**src/dpm_cfg.svh**
```systemverilog
`ifndef DPM_CFG_SVH
`define DPM_CFG_SVH

// Register offsets on the control port, reset values and channel field layout
`define DPM_OFS_PWR1       8'h1D
`define DPM_OFS_PWR2       8'h1E
`define DPM_OFS_PWR3       8'h1F
`define DPM_PWR_RESET      8'hAA
`define DPM_FIELD_RESET    2'h2
`define DPM_FIELD_W        2
`define DPM_NUM_CH         12
`define DPM_CH_PER_REG     4
`define DPM_NUM_REGS       3
// Volume step in millidecibels
`define DPM_VOL_STEP_MDB   375
`define DPM_VOL_W          8
`define DPM_ATTEN_W        17

`endif

```
**src/dpm_pkg.sv**
```systemverilog
`default_nettype none
`include "dpm_cfg.svh"
package dpm_pkg;
   typedef enum logic [1:0] {
      DPM_LOW_POWER,
      DPM_LOWEST_POWER,
      DPM_BEST_PERF,
      DPM_GOOD_PERF
   } dpm_mode_t;

   typedef struct packed {
      logic       wr;
      logic       rd;
      logic [7:0] addr;
      logic [7:0] wdata;
   } dpm_req_t;

   typedef struct packed {
      logic       valid;
      logic       hit;
      logic [7:0] rdata;
   } dpm_rsp_t;
endpackage
`default_nettype wire

```
**src/dpm_regs.sv**
```systemverilog
`timescale 1ns/1ns
`default_nettype none
`include "dpm_cfg.svh"

module dpm_regs
   import dpm_pkg::*;
(
   input  wire logic                    i_clk,          // Control clock
   input  wire logic                    i_resetn,       // Sync reset, active low
   input  wire dpm_req_t                i_req,          // Host register request
   input  wire logic [`DPM_VOL_W-1:0]   i_vol_code,     // Volume code to convert
   output var  dpm_rsp_t                o_rsp,          // Read answer, one cycle later
   output var  dpm_mode_t               o_mode [`DPM_NUM_CH], // Per-channel power mode
   output var  logic [`DPM_ATTEN_W-1:0] o_atten_mdb     // Attenuation in millidecibels
);

   // Index value that marks an offset outside the bank
   localparam logic [1:0]   NO_REG = 2'h3;

   // Power adjust registers, one byte each
   logic [7:0]              pwr_r    [`DPM_NUM_REGS];
   logic [7:0]              pwr_nxt  [`DPM_NUM_REGS];

   // Read answer
   dpm_rsp_t                rsp_r;
   dpm_rsp_t                rsp_nxt;

   // Decoded per-channel modes
   dpm_mode_t               mode_r   [`DPM_NUM_CH];
   dpm_mode_t               mode_nxt [`DPM_NUM_CH];

   // Volume attenuation
   logic [`DPM_ATTEN_W-1:0] atten_r;
   logic [`DPM_ATTEN_W-1:0] atten_nxt;

   // Shared decode of the request
   logic [1:0]              req_idx;
   logic                    req_hit;
   logic                    wr_take;
   logic                    rd_take;

   // Map an offset to a register index; NO_REG means unmapped
   function automatic logic [1:0] reg_index(input logic [7:0] addr);
      unique case (addr)
         `DPM_OFS_PWR1: reg_index = 2'h0;
         `DPM_OFS_PWR2: reg_index = 2'h1;
         `DPM_OFS_PWR3: reg_index = 2'h2;
         default:       reg_index = NO_REG;
      endcase
   endfunction

   // Register that holds a given channel, counted from zero
   function automatic int reg_of_chan(input int chan);
      reg_of_chan = chan / `DPM_CH_PER_REG;
   endfunction

   // Field slot of a channel inside its register, lowest channel lowest
   function automatic int slot_of_chan(input int chan);
      slot_of_chan = chan % `DPM_CH_PER_REG;
   endfunction

   // Two-bit field of one slot
   function automatic logic [1:0] field_of(input logic [7:0] reg_val,
                                           input int         slot);
      field_of = reg_val[slot * `DPM_FIELD_W +: `DPM_FIELD_W];
   endfunction

   // Linear in code: no table needed, and 255 steps still fit the width
   function automatic logic [`DPM_ATTEN_W-1:0] atten_of(input logic [`DPM_VOL_W-1:0] code);
      atten_of = `DPM_ATTEN_W'(code) * `DPM_ATTEN_W'(`DPM_VOL_STEP_MDB);
   endfunction

   // Request decode
   always_comb begin
      req_idx = reg_index(i_req.addr);
      req_hit = (req_idx != NO_REG);
      wr_take = i_req.wr && req_hit;
      rd_take = i_req.rd;
   end

   // Power adjust registers: next value
   always_comb begin
      for (int r = 0; r < `DPM_NUM_REGS; r++) begin
         pwr_nxt[r] = pwr_r[r];
      end
      // Writes to unmapped offsets are dropped
      if (wr_take) begin
         pwr_nxt[req_idx] = i_req.wdata;
      end
   end

   always_ff @(posedge i_clk) begin
      if (!i_resetn) begin
         for (int r = 0; r < `DPM_NUM_REGS; r++) begin
            pwr_r[r] <= `DPM_PWR_RESET;
         end
      end else begin
         pwr_r <= pwr_nxt;
      end
   end

   // Read answer: next value
   always_comb begin
      rsp_nxt = '0;
      if (rd_take) begin
         rsp_nxt.valid = 1'b1;
         rsp_nxt.hit   = req_hit;
         // Old value on a same-cycle write; unmapped offsets read as zero
         if (req_hit) begin
            rsp_nxt.rdata = pwr_r[req_idx];
         end
      end
   end

   always_ff @(posedge i_clk) begin
      if (!i_resetn) begin
         rsp_r <= '0;
      end else begin
         rsp_r <= rsp_nxt;
      end
   end

   // Channel modes follow the registers in the same edge as the write
   always_comb begin
      for (int c = 0; c < `DPM_NUM_CH; c++) begin
         mode_nxt[c] = dpm_mode_t'(field_of(pwr_nxt[reg_of_chan(c)],
                                            slot_of_chan(c)));
      end
   end

   always_ff @(posedge i_clk) begin
      if (!i_resetn) begin
         for (int c = 0; c < `DPM_NUM_CH; c++) begin
            mode_r[c] <= dpm_mode_t'(`DPM_FIELD_RESET);
         end
      end else begin
         mode_r <= mode_nxt;
      end
   end

   // Attenuation: next value
   always_comb begin
      atten_nxt = atten_of(i_vol_code);
   end

   always_ff @(posedge i_clk) begin
      if (!i_resetn) begin
         atten_r <= '0;
      end else begin
         atten_r <= atten_nxt;
      end
   end

   assign o_rsp       = rsp_r;
   assign o_mode      = mode_r;
   assign o_atten_mdb = atten_r;

endmodule
`default_nettype wire

```
**config.mk**
```make
export PLATFORM = sky130hd
export DESIGN_NAME = dpm_regs
export DESIGN_NICKNAME = d
export VERILOG_FILES = /design/src/dpm_pkg.sv /design/src/dpm_regs.sv
export VERILOG_INCLUDE_DIRS = /design/src
export SDC_FILE = /design/constraint.sdc
export NUM_CORES = 1
export LEC_CHECK = 0
export BUFFER_PORTS_ARGS = -buffer_cell sky130_fd_sc_hd__clkbuf_2
export CAP_MARGIN = 20
export CORE_ASPECT_RATIO = 1.75
export CORE_MARGIN = 2
export CORE_UTILIZATION = 55
export DETAILED_ROUTE_END_ITERATION = 8
export GPL_TIMING_DRIVEN = 0
export PLACE_DENSITY = 0.87
export SYNTH_ARGS = -nofsm -noshare
export SYNTH_HDL_FRONTEND = slang
export SYNTH_SLANG_ARGS = --single-unit
```
**constraint.sdc**
```tcl
create_clock -name i_clk -period 12.2 [get_ports i_clk]
set_input_delay 2.44 -clock i_clk [delete_from_list [all_inputs] [get_ports i_clk]]
set_output_delay 2.44 -clock i_clk [all_outputs]
set_load 0.005 [all_outputs]
```
==> flow_summary.ini <==
[power_and_ir_drop]
irDropWorstVdd_uv = 65.01
design_power_total_uw = 644.9
cellLeakagePower_nw = 2.167
cellPowerDensity_nw_per_um2 = 162.3

[layout]
areaGrowthSynthToFinish_pct = 17.20
drive_gt1_frac = 0.2209
utilization = 0.6706
final_cell_area_um2 = 3974
count_of_nets_after_finishing = 522
leading_cell_type_in_the_layout_fill_and_taps_excluded = sky130_fd_sc_hd__clkbuf_2
most_used_cells_in_the_layout_excluding_fill_and_tap_cells = sky130_fd_sc_hd__clkbuf_2 (77), sky130_fd_sc_hd__inv_1 (58), sky130_fd_sc_hd__dfxtp_1 (51)
final_cells = 508
insertedDiodeCount = 0

[clock_tree]
cts_tree = built
ctsHtreeMaxLevel = 2
cts.sinks = 51
ctsHoldBuffers = 0
cts-root-buf = sky130_fd_sc_hd__clkbuf_8
cts_inserted_buffers = 5
clk_transition_reported_paths_ns = 0.08
postCtsSetupBuffers = 0
number_of_instances_resized_during_post_cts_repair = 0
insertion_delay_ns = 0.30
clock_path_buffers = 2

[placed_design]
place.port_buffers = 77
placed_cell_area_um2 = 3874
detailed_place_hpwl_um = 6085
gp_congestion = 0.8795
pre_cts_ws_ns = 5.654
dp_cells = 500

[floorplanning]
floorplan.io_pins = 79
design.die.area_um2 = 6834
die_w_um = 63.36
die-height_um = 107.9
row_count = 37
initial_core_util = 0.5722
placeableCoreArea_um2 = 5926

[timing]
relative_slew_slack = 0.4813
finalHoldViolCount = 0
slew_violations = 0
finalCriticalPeriod_ns = 6.231
clock.fmax_mhz = 160.5
timing_worst_slew_pin_value_ns = 0.7747
layout_setup_ws_ns = 5.969
finalHoldWorstSlack_ns = 0.5130
skew_ns = 0.002814
finalSetupViolations = 0
min_period_over_period = 0.5107
setup_repair_after_global_routing_missed_its_margin = no
fin_setup_tns_ns = 0

[setup_path]
cpLargestDelayFamily = adder cells
max_stage_delay_ns = 0.56
timing.critical_path.buf_inv = 5
worst-endpoint-arrival_ns = 6.46
worstSetupEndpointType = flop
critical_path_class = input pin to flop
launching_element_type_of_the_critical_path = input pin
critical_path.max_fanout = 4
crit_path_cell_trace = clkbuf_2, inv_1, fa_1, fa_1, inv_1, fa_1, inv_1, fa_1, inv_1, ha_1, and2_4, a221oi_2, nand2_1, a211oi_2, mux2i_1
worstSetupPathDepth = 15
reg2reg_depth = 3
timing.critical_path.required_ns = 12.43
cpMaxStageDelayCell = sky130_fd_sc_hd__fa_1

[routing]
mean_number_of_vias_per_cell = 5.370
dr.pass1.iters = 5
post-route-drc-count = 0
routedWlPerCell_um = 14.45
postRouteWirelength_um = 7340
routed-via-count = 2728
first_iter_violations = 171
drt_antenna_net_count = 0

[synth]
ys_types = 41
synthesis.instances = 345
yosys_most_used_dff = sky130_fd_sc_hd__dfxtp_1
syn-cell-area_um2 = 3391
synth_enable_flop_cells = 0
yosys_register_bits = 51
ys_async_sr_fraction = 0
yosys_warning_total = 0
synth_area_per_cell_um2 = 9.828
seq_area_frac_synth = 0.3011
syn_nets = 438

[global_routing]
grt_first_pass_wirelength_um = 12160
grt_util_all_layers = 0.2281
first_global_vias = 2827
pin_count_of_the_biggest_net_entering_global_routing = 15
antenna_found_initial = 0
grt_ovf = 0

[min_path]
hold_path_depth = 2
hold_path.class = flop to flop

[status]
run_status = finished clean

[job]
max_cap_viol_count = 0
[flip-flops by register name (all words and copies together), names as in the netlist]
register	flops
o_rsp	10
o_atten_mdb	17
pwr_r	24
[cells in the mapped netlist, types with 2 or more instances]
master,count,area share
sky130_fd_sc_hd__nand2b_1,4,0.0074
sky130_fd_sc_hd__a21oi_1,8,0.012
sky130_fd_sc_hd__dfxtp_1,51,0.30
sky130_fd_sc_hd__nand3_1,6,0.0089
sky130_fd_sc_hd__a21o_1,5,0.011
sky130_fd_sc_hd__a22o_1,8,0.021
sky130_fd_sc_hd__a22oi_1,8,0.018
sky130_fd_sc_hd__nor3_1,7,0.010
sky130_fd_sc_hd__fa_1,25,0.15
sky130_fd_sc_hd__and2_1,4,0.0074
sky130_fd_sc_hd__nor2_1,30,0.033
sky130_fd_sc_hd__nand4_1,2,0.0037
sky130_fd_sc_hd__clkbuf_1,6,0.0066
sky130_fd_sc_hd__nand2_1,21,0.023
sky130_fd_sc_hd__o21a_1,5,0.011
sky130_fd_sc_hd__buf_2,3,0.0044
sky130_fd_sc_hd__nor2b_1,3,0.0055
sky130_fd_sc_hd__nand4b_1,2,0.0052
sky130_fd_sc_hd__inv_1,58,0.064
sky130_fd_sc_hd__ha_1,40,0.15
sky130_fd_sc_hd__o21ai_0,3,0.0044
sky130_fd_sc_hd__mux2i_1,27,0.080
[worst reg2reg max path: stages, from the launching register on]
cell	delay (ns)
sky130_fd_sc_hd__dfxtp_1	0.34
sky130_fd_sc_hd__a22o_1	0.21
sky130_fd_sc_hd__a22oi_1	0.17
sky130_fd_sc_hd__nor2_1	0.05
[cell type report]
cell class / instances / area [um^2]
inverters: 58 / 217.7
fillers: 469 / 1952
clock buffers: 8 / 100.1
multi-input cells: 227 / 2115
well taps: 78 / 97.59
plain buffers: 9 / 37.54
flip-flops and latches: 51 / 1021
repair buffers: 77 / 385.4
[worst paths after layout]
path | from | to | slack [ns]
max | i_vol_code[5] | o_atten_mdb[14] | 5.97
min reg2reg | pwr_r[23] | pwr_r[23] | 0.51
min | pwr_r[23] | pwr_r[23] | 0.51
max reg2reg | pwr_r[22] | o_rsp[6] | 11.29
[cells by family after synthesis]
group / count (synthesis) / synth area share
AOI/OAI and AO/OA: 48 / 0.1096
adders and majority gates: 65 / 0.2952
xor gates and xnor gates: 2 / 0.005167
buffers and inverters: 67 / 0.07528
and+or+nand+nor: 85 / 0.1339
muxes: 27 / 0.07971
DFF: 51 / 0.3011
[per-layer routing]
layer  part of all wire  track usage  routed length [um]
met5                  0            0                   0
met4              0.035       0.1366                 258
met3              0.041      0.03556                 299
met2               0.56       0.4414                4142
met1               0.36       0.2192                2639
[report_power, final]
group / leakage (nW) / total [mW] / switching, mW / internal, mW
Clock: 0.0515 / 0.104 / 0.0520 / 0.0518
Combinational: 1.70 / 0.349 / 0.198 / 0.151
Sequential: 0.416 / 0.192 / 0.00597 / 0.186
Note: power is estimated with default switching activity, not from simulation.
